===== config.mk =====
export PLATFORM = sky130hd
export DESIGN_NAME = adc_result_postprocess_limits
export DESIGN_NICKNAME = d
export VERILOG_FILES = /design/src/adc_result_postprocess_limits.v /design/src/temp_gain_mult.v
export VERILOG_INCLUDE_DIRS = /design/src
export SDC_FILE = /design/constraint.sdc
export NUM_CORES = 1
export LEC_CHECK = 0
export BUFFER_PORTS_ARGS = -buffer_cell sky130_fd_sc_hd__buf_2
export CORE_ASPECT_RATIO = 1.75
export CORE_MARGIN = 3
export CORE_UTILIZATION = 68
export DETAILED_ROUTE_END_ITERATION = 10
export PLACE_DENSITY = 0.92
export SYNTH_ARGS = -nofsm -noshare
export SYNTH_HDL_FRONTEND = slang
export SYNTH_HIERARCHICAL = 1
export SYNTH_SLANG_ARGS = --single-unit

===== constraint.sdc =====
create_clock -name clock -period 17.7 [get_ports clock]
set_input_delay 0.885 -clock clock [delete_from_list [all_inputs] [get_ports clock]]
set_output_delay 0.885 -clock clock [all_outputs]
set_load 0.05 [all_outputs]

===== src/adc_post_regs.vh =====
`ifndef ADC_POST_REGS_VH
`define ADC_POST_REGS_VH

// Byte addresses of the register words
`define LOW_LIMIT_THRESHOLD_ADDR 16'h20A8
`define LOW_LIMIT_HYSTERESIS_ADDR 16'h20AC
`define HIGH_LIMIT_THRESHOLD_ADDR 16'h20B0
`define HIGH_LIMIT_HYSTERESIS_ADDR 16'h20B4
`define RESULT_DELTA_LIMIT_ADDR 16'h20B8
`define TEMP_SENSOR_GAIN_CORRECTION_ADDR 16'h2238
`define INTERRUPT_FLAGS_FIRST_ADDR 16'h2300
`define INTERRUPT_FLAGS_SECOND_ADDR 16'h2304
`define INTERRUPT_MASK_ADDR 16'h2308
`define CONVERSION_RESULT_ADDR 16'h230C

// Reset values
`define TEMP_GAIN_RESET 15'h4000
`define LIMIT_RESET 16'h0000

// Flag bit positions in the interrupt flag words
`define LOW_LIMIT_FLAG_BIT 4
`define HIGH_LIMIT_FLAG_BIT 5
`define DELTA_ERROR_FLAG_BIT 6
`define FLAG_WIDTH 3

// Gain field layout
`define TEMP_GAIN_WIDTH 15
`define TEMP_GAIN_FRAC_BITS 14

`endif


===== src/adc_result_postprocess_limits.v =====
//////////////////////////////////////////////////////////////////////////////
// Overview of operation
// - Gain field is 15-bit unsigned, bit 14 weighs one, bits 13:0 fraction.
// - Temperature sensor results are multiplied by the gain value.
// - A zero gain code yields a zero result.
// - Code 0x4000 is unity gain and the reset default.
// - Codes above 0x4000 scale up, 0x7FFF gives about two.
// - Codes below 0x4000 scale down, 0x2000 gives one half.
// - Gain register resets to 0x4000, bits 31:15 read zero.
// - Low threshold is 16-bit RW, upper bits zero, resets zero.
// - A result below the low threshold sets the low flag.
// - Low flag holds until a result exceeds threshold plus hysteresis.
// - Low hysteresis is 16-bit RW, resets zero, upper bits reserved.
// - A result above the high threshold sets the high flag.
// - High flag holds until a result drops below threshold minus hysteresis.
// - Limit flags appear in both interrupt flag registers.
// - High threshold and hysteresis are 16-bit RW, reset zero.
// - Consecutive results differing beyond the delta limit set the delta flag.
//////////////////////////////////////////////////////////////////////////////
`timescale 1ns/1ps
`include "adc_post_regs.vh"

module adc_result_postprocess_limits #(
	parameter DATA_W = 16
) (
	// Clock and reset
	input wire clock,
	input wire srst,
	// Avalon-MM slave
	input wire [15:0] avs_address,
	input wire avs_read,
	input wire avs_write,
	input wire [31:0] avs_writedata,
	input wire [3:0] avs_byteenable,
	output reg [31:0] avs_readdata,
	output wire avs_waitrequest,
	output reg [1:0] avs_response,
	// Conversion results
	input wire result_valid,
	input wire [DATA_W-1:0] result_data,
	input wire result_is_temp,
	output wire corrected_valid,
	output wire [DATA_W-1:0] corrected_data,
	// Interrupt
	output wire irq
);
	// One-hot handshake states
	localparam ST_IDLE = 2'b01;
	localparam ST_DONE = 2'b10;

	// Handshake and configuration state
	reg [1:0] state_ff;
	reg [1:0] nxt_state;
	reg [`TEMP_GAIN_WIDTH-1:0] temp_gain_ff;
	reg [15:0] low_thr_ff;
	reg [15:0] low_hys_ff;
	reg [15:0] high_thr_ff;
	reg [15:0] high_hys_ff;
	reg [15:0] delta_lim_ff;
	// Flags and their mask
	reg [`FLAG_WIDTH-1:0] flags_ff;
	reg [`FLAG_WIDTH-1:0] mask_ff;
	wire [`FLAG_WIDTH-1:0] nxt_flags;
	reg [`FLAG_WIDTH-1:0] flag_set;
	reg [`FLAG_WIDTH-1:0] flag_clr;
	// Conversion history
	reg [DATA_W-1:0] prev_ff;
	reg have_prev_ff;
	reg [DATA_W-1:0] last_result_ff;
	reg [31:0] nxt_rdata;
	// Bus and datapath nets
	wire access;
	wire wr_go;
	wire [31:0] wmask;
	wire [31:0] wval;
	wire [DATA_W-1:0] cur;
	wire [16:0] low_release;
	wire [16:0] high_release;
	wire [DATA_W:0] diff;
	wire [DATA_W-1:0] abs_diff;
	wire [31:0] flag_word;
	// Address decode
	wire hit_gain;
	wire hit_low_thr;
	wire hit_low_hys;
	wire hit_high_thr;
	wire hit_high_hys;
	wire hit_delta;
	wire hit_flags_first;
	wire hit_flags_second;
	wire hit_mask;
	wire hit_result;
	wire hit_flags;
	wire hit_any;
	// Per-check compare results
	wire low_below;
	wire low_above;
	wire high_above;
	wire high_below;
	wire delta_over;

	//////////////////////////////////////////////////////////////////////////
	// Gain stage
	// Other channels pass through unchanged
	temp_gain_mult #(
		.DATA_W(DATA_W),
		.GAIN_W(`TEMP_GAIN_WIDTH),
		.FRAC_W(`TEMP_GAIN_FRAC_BITS)
	) u_gain (
		.clock(clock),
		.srst(srst),
		.in_valid(result_valid),
		.in_data(result_data),
		.apply_gain(result_is_temp),
		.gain(temp_gain_ff),
		.out_valid_ff(corrected_valid),
		.out_data_ff(corrected_data)
	);

	// All checks see the corrected result
	assign cur = corrected_data;

	//////////////////////////////////////////////////////////////////////////
	// Bus handshake: one wait cycle, answer in the second
	assign access = avs_read | avs_write;
	assign avs_waitrequest = access & ~state_ff[1];
	// Writes land at the edge that ends the answer cycle
	assign wr_go = avs_write & state_ff[1];

	// Handshake state
	always @* begin
		case (state_ff)
			ST_IDLE: begin
				// Any request earns exactly one wait cycle
				if (access)
					nxt_state = ST_DONE;
				else
					nxt_state = ST_IDLE;
			end
			ST_DONE: begin
				// Answer cycle, the master samples and releases
				nxt_state = ST_IDLE;
			end
			default: nxt_state = ST_IDLE;
		endcase
	end

	always @(posedge clock) begin
		if (srst)
			state_ff <= ST_IDLE;
		else
			state_ff <= nxt_state;
	end

	// Byte-lane merge of write data
	genvar gi;
	generate
		for (gi = 0; gi < 4; gi = gi + 1) begin : g_lane
			assign wmask[gi*8 +: 8] = {8{avs_byteenable[gi]}};
		end
	endgenerate
	// Lanes with a low enable contribute nothing
	assign wval = avs_writedata & wmask;

	//////////////////////////////////////////////////////////////////////////
	// Address decode, one hit line per register word
	assign hit_gain = (avs_address == `TEMP_SENSOR_GAIN_CORRECTION_ADDR);
	assign hit_low_thr = (avs_address == `LOW_LIMIT_THRESHOLD_ADDR);
	assign hit_low_hys = (avs_address == `LOW_LIMIT_HYSTERESIS_ADDR);
	assign hit_high_thr = (avs_address == `HIGH_LIMIT_THRESHOLD_ADDR);
	assign hit_high_hys = (avs_address == `HIGH_LIMIT_HYSTERESIS_ADDR);
	assign hit_delta = (avs_address == `RESULT_DELTA_LIMIT_ADDR);
	assign hit_flags_first = (avs_address == `INTERRUPT_FLAGS_FIRST_ADDR);
	assign hit_flags_second = (avs_address == `INTERRUPT_FLAGS_SECOND_ADDR);
	assign hit_mask = (avs_address == `INTERRUPT_MASK_ADDR);
	assign hit_result = (avs_address == `CONVERSION_RESULT_ADDR);

	// Both flag words show and clear the same bits
	assign hit_flags = hit_flags_first | hit_flags_second;

	// Unmapped words read zero and answer with a decode error
	assign hit_any = hit_gain | hit_low_thr | hit_low_hys | hit_high_thr | hit_high_hys |
		hit_delta | hit_flags | hit_mask | hit_result;

	//////////////////////////////////////////////////////////////////////////
	// Configuration registers, one process per word, reserved bits dropped

	// Gain correction field, unity by default
	always @(posedge clock) begin
		if (srst)
			temp_gain_ff <= `TEMP_GAIN_RESET;
		else if (wr_go && hit_gain)
			temp_gain_ff <= (temp_gain_ff & ~wmask[14:0]) | wval[14:0];
	end

	// Low limit threshold
	always @(posedge clock) begin
		if (srst)
			low_thr_ff <= `LIMIT_RESET;
		else if (wr_go && hit_low_thr)
			low_thr_ff <= (low_thr_ff & ~wmask[15:0]) | wval[15:0];
	end

	// Low limit hysteresis
	always @(posedge clock) begin
		if (srst)
			low_hys_ff <= `LIMIT_RESET;
		else if (wr_go && hit_low_hys)
			low_hys_ff <= (low_hys_ff & ~wmask[15:0]) | wval[15:0];
	end

	// High limit threshold
	always @(posedge clock) begin
		if (srst)
			high_thr_ff <= `LIMIT_RESET;
		else if (wr_go && hit_high_thr)
			high_thr_ff <= (high_thr_ff & ~wmask[15:0]) | wval[15:0];
	end

	// High limit hysteresis
	always @(posedge clock) begin
		if (srst)
			high_hys_ff <= `LIMIT_RESET;
		else if (wr_go && hit_high_hys)
			high_hys_ff <= (high_hys_ff & ~wmask[15:0]) | wval[15:0];
	end

	// Delta limit between consecutive results
	always @(posedge clock) begin
		if (srst)
			delta_lim_ff <= `LIMIT_RESET;
		else if (wr_go && hit_delta)
			delta_lim_ff <= (delta_lim_ff & ~wmask[15:0]) | wval[15:0];
	end

	// Interrupt mask, same layout as the flag words
	always @(posedge clock) begin
		if (srst)
			mask_ff <= {`FLAG_WIDTH{1'b0}};
		else if (wr_go && hit_mask)
			mask_ff <= (mask_ff & ~wmask[6:4]) | wval[6:4];
	end

	//////////////////////////////////////////////////////////////////////////
	// Limit checks on corrected result, 17-bit sums avoid wrap
	assign low_release = {1'b0, low_thr_ff} + {1'b0, low_hys_ff};
	// A borrow in bit 16 marks a release bound below zero
	assign high_release = {1'b0, high_thr_ff} - {1'b0, high_hys_ff};
	assign diff = {1'b0, cur} - {1'b0, prev_ff};
	assign abs_diff = diff[DATA_W] ? (prev_ff - cur) : diff[DATA_W-1:0];

	// Compare results of the three checks
	assign low_below = cur < low_thr_ff;
	assign low_above = {1'b0, cur} > low_release;
	assign high_above = cur > high_thr_ff;
	// A release bound below zero can never be passed
	assign high_below = ~high_release[16] && ({1'b0, cur} < high_release);
	// No delta before the first result after reset
	assign delta_over = have_prev_ff && (abs_diff > delta_lim_ff);

	// Set and release conditions, once per conversion
	always @* begin
		flag_set = {`FLAG_WIDTH{1'b0}};
		flag_clr = {`FLAG_WIDTH{1'b0}};
		if (corrected_valid) begin
			flag_set[0] = low_below;
			flag_clr[0] = low_above;
			flag_set[1] = high_above;
			flag_clr[1] = high_below;
			flag_set[2] = delta_over;
		end
		// Software writes a one to clear
		if (wr_go && hit_flags)
			flag_clr = flag_clr | wval[6:4];
	end

	// Sticky update per flag bit, hardware set wins over any clear
	generate
		for (gi = 0; gi < `FLAG_WIDTH; gi = gi + 1) begin : g_flag
			assign nxt_flags[gi] = (flags_ff[gi] & ~flag_clr[gi]) | flag_set[gi];
		end
	endgenerate

	// Flag register
	always @(posedge clock) begin
		if (srst)
			flags_ff <= {`FLAG_WIDTH{1'b0}};
		else
			flags_ff <= nxt_flags;
	end

	// History for the delta check and the result read-back
	always @(posedge clock) begin
		if (srst) begin
			prev_ff <= {DATA_W{1'b0}};
			have_prev_ff <= 1'b0;
			last_result_ff <= {DATA_W{1'b0}};
		end else if (corrected_valid) begin
			prev_ff <= cur;
			have_prev_ff <= 1'b1;
			last_result_ff <= cur;
		end
	end

	// Level interrupt while any unmasked flag is set
	assign irq = |(flags_ff & mask_ff);

	//////////////////////////////////////////////////////////////////////////
	// Read mux
	// Flag bits sit at 6:4 in both flag words
	assign flag_word = {25'h0, flags_ff, 4'h0};

	always @* begin
		nxt_rdata = 32'h00000000;
		case (avs_address)
			// Configuration words, reserved bits read zero
			`TEMP_SENSOR_GAIN_CORRECTION_ADDR: nxt_rdata = {17'h0, temp_gain_ff};
			`LOW_LIMIT_THRESHOLD_ADDR: nxt_rdata = {16'h0000, low_thr_ff};
			`LOW_LIMIT_HYSTERESIS_ADDR: nxt_rdata = {16'h0000, low_hys_ff};
			`HIGH_LIMIT_THRESHOLD_ADDR: nxt_rdata = {16'h0000, high_thr_ff};
			`HIGH_LIMIT_HYSTERESIS_ADDR: nxt_rdata = {16'h0000, high_hys_ff};
			`RESULT_DELTA_LIMIT_ADDR: nxt_rdata = {16'h0000, delta_lim_ff};
			// Status words
			`INTERRUPT_FLAGS_FIRST_ADDR: nxt_rdata = flag_word;
			`INTERRUPT_FLAGS_SECOND_ADDR: nxt_rdata = flag_word;
			`INTERRUPT_MASK_ADDR: nxt_rdata = {25'h0, mask_ff, 4'h0};
			`CONVERSION_RESULT_ADDR: nxt_rdata = {16'h0000, last_result_ff};
			default: nxt_rdata = 32'h00000000;
		endcase
	end

	// Read data, captured in the wait cycle and held for the answer
	always @(posedge clock) begin
		if (srst)
			avs_readdata <= 32'h00000000;
		else if (access & state_ff[0])
			avs_readdata <= avs_read ? nxt_rdata : 32'h00000000;
	end

	// Response code, decode error for an unmapped word
	always @(posedge clock) begin
		if (srst)
			avs_response <= 2'b00;
		else if (access & state_ff[0])
			avs_response <= hit_any ? 2'b00 : 2'b11;
	end
endmodule // adc_result_postprocess_limits


===== src/temp_gain_mult.v =====
`timescale 1ns/1ps
// Fixed-point gain, fourteen fraction bits, one register stage
module temp_gain_mult #(
	parameter DATA_W = 16,
	parameter GAIN_W = 15,
	parameter FRAC_W = 14
) (
	// Clock and reset
	input wire clock,
	input wire srst,
	// Sample in
	input wire in_valid,
	input wire [DATA_W-1:0] in_data,
	input wire apply_gain,
	input wire [GAIN_W-1:0] gain,
	// Sample out
	output reg out_valid_ff,
	output reg [DATA_W-1:0] out_data_ff
);
	wire [DATA_W+GAIN_W-1:0] product;
	wire [DATA_W+GAIN_W-1:0] shifted;
	wire [DATA_W+GAIN_W-1:0] max_code;
	reg [DATA_W-1:0] nxt_out_data;

	// Bit 14 weighs one, so 0x4000 is unity and every code is a factor below two
	assign product = in_data * gain;
	assign shifted = product >> FRAC_W;
	assign max_code = {{GAIN_W{1'b0}}, {DATA_W{1'b1}}};

	// Saturate to the result range
	always @* begin
		nxt_out_data = in_data;
		if (apply_gain) begin
			if (gain == {GAIN_W{1'b0}})
				nxt_out_data = {DATA_W{1'b0}};
			else if (shifted > max_code)
				nxt_out_data = {DATA_W{1'b1}};
			else
				nxt_out_data = shifted[DATA_W-1:0];
		end
	end

	// Output register
	always @(posedge clock) begin
		if (srst) begin
			out_valid_ff <= 1'b0;
			out_data_ff <= {DATA_W{1'b0}};
		end else begin
			out_valid_ff <= in_valid;
			out_data_ff <= nxt_out_data;
		end
	end
endmodule // temp_gain_mult

Word-level counts from Yosys, hierarchy flattened
Cells that the tools add are included.
- register bits: 171
- input port bits: 74
- output and inout bits: 53
- word-level logic and storage cells: 107
- add/sub/neg operators: 4
- multipliers: 1
- $lt $le $gt $ge: 6
- eq/ne operators: 11
- mux-type cells: 11
- bitwise gates (word level): 45
- reductions and logical operators: 14
- operator list (operator ; count):
    16-bit by 14-bit equality test with 1-bit output, second input constant ; 10
    16-bit one-hot mux with 9 select lines ; 1
    16-bit bitwise AND ; 6
    16-bit bitwise OR ; 5
    16-bit two-way mux ; 4
    16-bit by 16-bit subtractor with 17-bit output ; 2
    16-bit greater-than comparator ; 2
    32-bit two-way mux ; 1
    16-bit by 15-bit multiplier with 31-bit output ; 1
    16-bit by 16-bit adder with 17-bit output ; 1
    16-bit by 17-bit greater-than comparator with 1-bit output ; 1
    17-bit by 16-bit greater-than comparator with 1-bit output, second input constant ; 1
    16-bit by 17-bit less-than comparator with 1-bit output ; 1
    16-bit less-than comparator ; 1
    16-bit NOT ; 1
    16-bit subtractor ; 1
    15-bit bitwise AND ; 1
    15-bit zero test ; 1
    15-bit NOT ; 1
    15-bit bitwise OR ; 1
    1-bit bitwise OR ; 13
    1-bit logical AND ; 10
    1-bit bitwise AND ; 6
    3-bit bitwise AND ; 2
    9 further kinds ; 18

Depth between registers and ports, before layout
- depth in word-level cells: 10
- depth in mapped cells: 24

Cells and area by module
The synthesis kept the hierarchy.
- modules (own cells, without submodules) (module ; instances ; cells an instance ; area each (sq um) ; sequential area each (sq um)):
    adc_result_postprocess_limits ; 1 ; 1288 ; 10540.1 ; 2742.6
    temp_gain_mult ; 1 ; 936 ; 8318.0 ; 340.3

Worst setup path after synthesis
Ideal clock, no wire load.
- kind: input to register
- start: input port result_data[11]
- end: register u_gain.out_data_ff[8]
- arrival: 6.467 ns
- path slack: 11.116 ns
- stages: 22
- buffers on the path: 2
- path through: clkbuf_1 -> and2_1 -> fa_1 -> inv_1 -> fa_1 -> inv_1 -> fa_1 -> fa_1 -> fa_1 -> inv_1 -> fa_1 -> inv_1 -> ha_1 -> a211oi_1 -> o21bai_1 -> a311oi_4 -> o21bai_2 -> or4_4 -> nand3_2 -> buf_6 -> o2111ai_2 -> a22o_1
- word-level cells in the longest chain between the ends: 5
- RTL lines (element ; line ; text):
    from (decl) ; adc_result_postprocess_limits.v:40 ; input wire [DATA_W-1:0] result_data,
    16-bit by 15-bit multiplier with 31-bit output (*) ; temp_gain_mult.v:26 ; assign product = in_data * gain;
    17-bit by 16-bit greater-than comparator with 1-bit output ; temp_gain_mult.v:36 ; else if (shifted > max_code)
    16-bit two-way mux (*) ; temp_gain_mult.v:36 ;
    16-bit two-way mux (*) ; temp_gain_mult.v:34 ; if (gain == {GAIN_W{1'b0}})
    16-bit two-way mux (*) ; temp_gain_mult.v:33 ; if (apply_gain) begin
    to (signal assigned) ; temp_gain_mult.v:47 ; out_data_ff <= {DATA_W{1'b0}};
    to (signal assigned) ; temp_gain_mult.v:50 ; out_data_ff <= nxt_out_data;
    to (decl) ; temp_gain_mult.v:18 ; output reg [DATA_W-1:0] out_data_ff
Every way passes the cells marked *; elsewhere a longest branch is shown, timed or not.
A chain may end at the register's enable or synchronous reset.

==> reports/qor.txt <==
CTS Buf Count -> 17
DP HPWL -> 44.1 mm
Cts-stage hold buffer count -> 0
Startpoint Class -> flop
Static leakage -> 9.31 nW
Syn Area/Cell -> 8.48 um2
Clock Tree Buf Depth -> 2
Kind of critical path -> reg2reg
Post-synthesis cell area -> 0.0189 mm2
Layout cells sized above 1 -> 7.53%
Post-layout min period -> 7.25 ns
Cts repair resizes -> 0
Antenna-violating nets left -> 0
Critical path arrival -> 7.57 ns
Setup repair bufs after CTS -> 0
WL per Instance -> 22.0 um
Drt total wl -> 58.3 mm
Setup Viol. Count Final -> 0
Placement row count -> 80
IO Count -> 127
Setup TNS -> 0 ns
Synth Warn # -> 6
Residual DRC count -> 0
TritonCTS clock tree -> done
Most frequent cells in the layout -> inv_1, ha_1, nand2_1
Die Ht -> 226 um
Maximum VDD drop -> 0.0600 mV
Finished Cell Area -> 0.0201 mm2
Power Dens Cells -> 47.5 mW/mm2
Clock power share -> 37.3%
Switching power -> 0.320 mW
Most common cell after layout, fill and taps aside -> inv_1
Vias per cell -> 6.37
# fillers -> 1970
Total gr overflow -> 0
DR pass1 iterations -> 8
PortBufs -> 92
Slew Viols, Final -> 0
RSZ-0062 raised after global routing -> no
Layout Skew -> 0.00888 ns
Sink Count -> 154
CTS Root Cell -> clkbuf_16
Post-Syn Instances -> 2224
Post-synth ARST share -> 0%
Core area -> 0.0273 mm2
Vias in the first global route -> 17900
GRT Total Usage -> 38.7%
Tightest Hold Check Type -> reg2reg
Max Cap Viol -> 0
DP Area -> 0.0195 mm2
Largest net degree at the start of global routing -> 91
First-pass GRT wire length -> 90.5 mm
Worst-margin pin slew -> 1.29 ns
Register area -> 0.00308 mm2
Multi-input logic area -> 0.0142 mm2
Flop pwr share -> 38.2%
Via Count -> 16900
Switching share of power -> 33.6%
Synth top area share -> 19.4%
Full die area -> 0.0298 mm2
Sequential share of the synthesized area -> 16.3%
Initial antenna violation count -> 0
Predominant post-synthesis flop cell -> dfxtp_1
Status -> complete, no violations
Reg clk slew, reported paths -> 0.07 ns
Worst rel slew slack -> 13.6%
Clock latency on the worst-skew pair -> 0.43 ns
Initial DRC count -> 1530
Largest fanout on the critical path -> 19
Max frequency -> 138 MHz
H-tree levels -> 4
Pint -> 0.633 mW
Hold_ws -> 0.480 ns
Placer Congestion -> 0.977
Final hold vios -> 0
Initial core utilization -> 69.0%
Top post-synthesis cells by area -> fa_1, dfxtp_1, ha_1, inv_1, mux2i_1
DIE WIDTH -> 132 um
Fin nets -> 2762
Synth cell types -> 80
Critical Path RT -> 18.03 ns
Largest area contributor in the netlist -> fa_1
Final worst path period share -> 40.9%
EDFF count, synth -> 0
Syn-to-layout area delta -> 6.44%
Critical Path End Type -> flop
Comb power frac -> 24.5%
#FFs+latches synth -> 154
[worst max-delay path: stages, from the launching register on]
cell       delay (ns)
dfxtp_1          1.07
nand2_1          0.23
fa_1             0.55
fa_1             0.53
inv_1            0.07
fa_1             0.56
fa_1             0.48
fa_1             0.50
inv_1            0.05
fa_1             0.47
inv_1            0.04
ha_1             0.40
nand2_1          0.15
nor3_1           0.05
a31oi_1          0.42
a31oi_1          0.32
a311o_1          0.47
a2111oi_0        0.43
o21ai_1          0.13
a22o_1           0.20
[power by group through the flow]
stage          registers (mW)  clock network, mW  logic (mW)
3_3_place_gp            0.370                  0       0.217
6_report                0.364              0.356       0.233
3_5_place_dp            0.371                  0       0.226
5_1_grt                 0.364              0.369       0.255
4_1_cts                 0.363              0.356       0.229
2_1_floorplan           0.376                  0       0.155
[path summary, 6_finish.rpt]
| check | start | to | slack, ns | cells after the start |
|---|---|---|---|---|
| setup / recovery | flop | u_gain/out_data_ff[14]$_SDFF_PP0_ | 10.45 | 19 |
| hold reg to reg | flop | flop | 0.48 | 2 |
| setup reg to reg | flop | u_gain/out_data_ff[14]$_SDFF_PP0_ | 10.45 | 19 |
| hold / removal | flop | flop | 0.48 | 2 |
[synth_stat cells, types with 17 or more instances]
master,count
nor3_1,17
nand4_1,22
xor2_1,27
nand2_1,220
o21ai_0,50
o21a_1,23
nor2_1,167
mux2i_1,103
inv_1,322
and2_1,146
a22oi_1,44
ha_1,233
a21oi_1,125
nand3_1,30
a21o_1,45
clkbuf_1,63
buf_4,17
nor2b_1,18
fa_1,183
xnor2_1,23
dfxtp_1,154
[per-stage QoR]
step	std cells	utilization [%]	power, mW	setup slack (ns)
global placement	2622	71.4	0.587	10.56
floorplan	2239	-	0.531	11.12
global route	2654	73.4	0.989	10.32
finish	2655	73.5	0.953	10.45
CTS	2654	73.4	0.948	10.73
detailed placement	2622	71.4	0.596	10.46
[area by class of cell]
class	instances	area share, %
clock buffer	18	2.14
antenna	1	0.0125
multi-input combinational	1669	70.6
timing repair buffer	107	2.87
inverter	323	6.04
tap	369	2.30
sequential	154	15.4
clock inverter	14	0.686
[cell families after synthesis]
group / count (synthesis) / synth area share [%]
other: 1 / 0.0199
AND/OR/NAND/NOR: 689 / 18.1
adder cells (fa/ha/maj): 416 / 34.9
AO/OA/AOI/OAI: 394 / 14.0
XOR/XNOR: 50 / 2.32
flip-flops: 154 / 16.3
buffers and inverters: 416 / 8.81
multiplexers: 104 / 5.53
[metal layers]
metal  vias up  GRT usage [%]  part of all wire, %
met5         -              0                    0
met4         0           37.7                   11
met3       399           8.13                  7.7
met2       947           68.2                   50
met1      8109           36.7                   31
li1       7459              -                    -
Power figures use the tool's default switching activity.
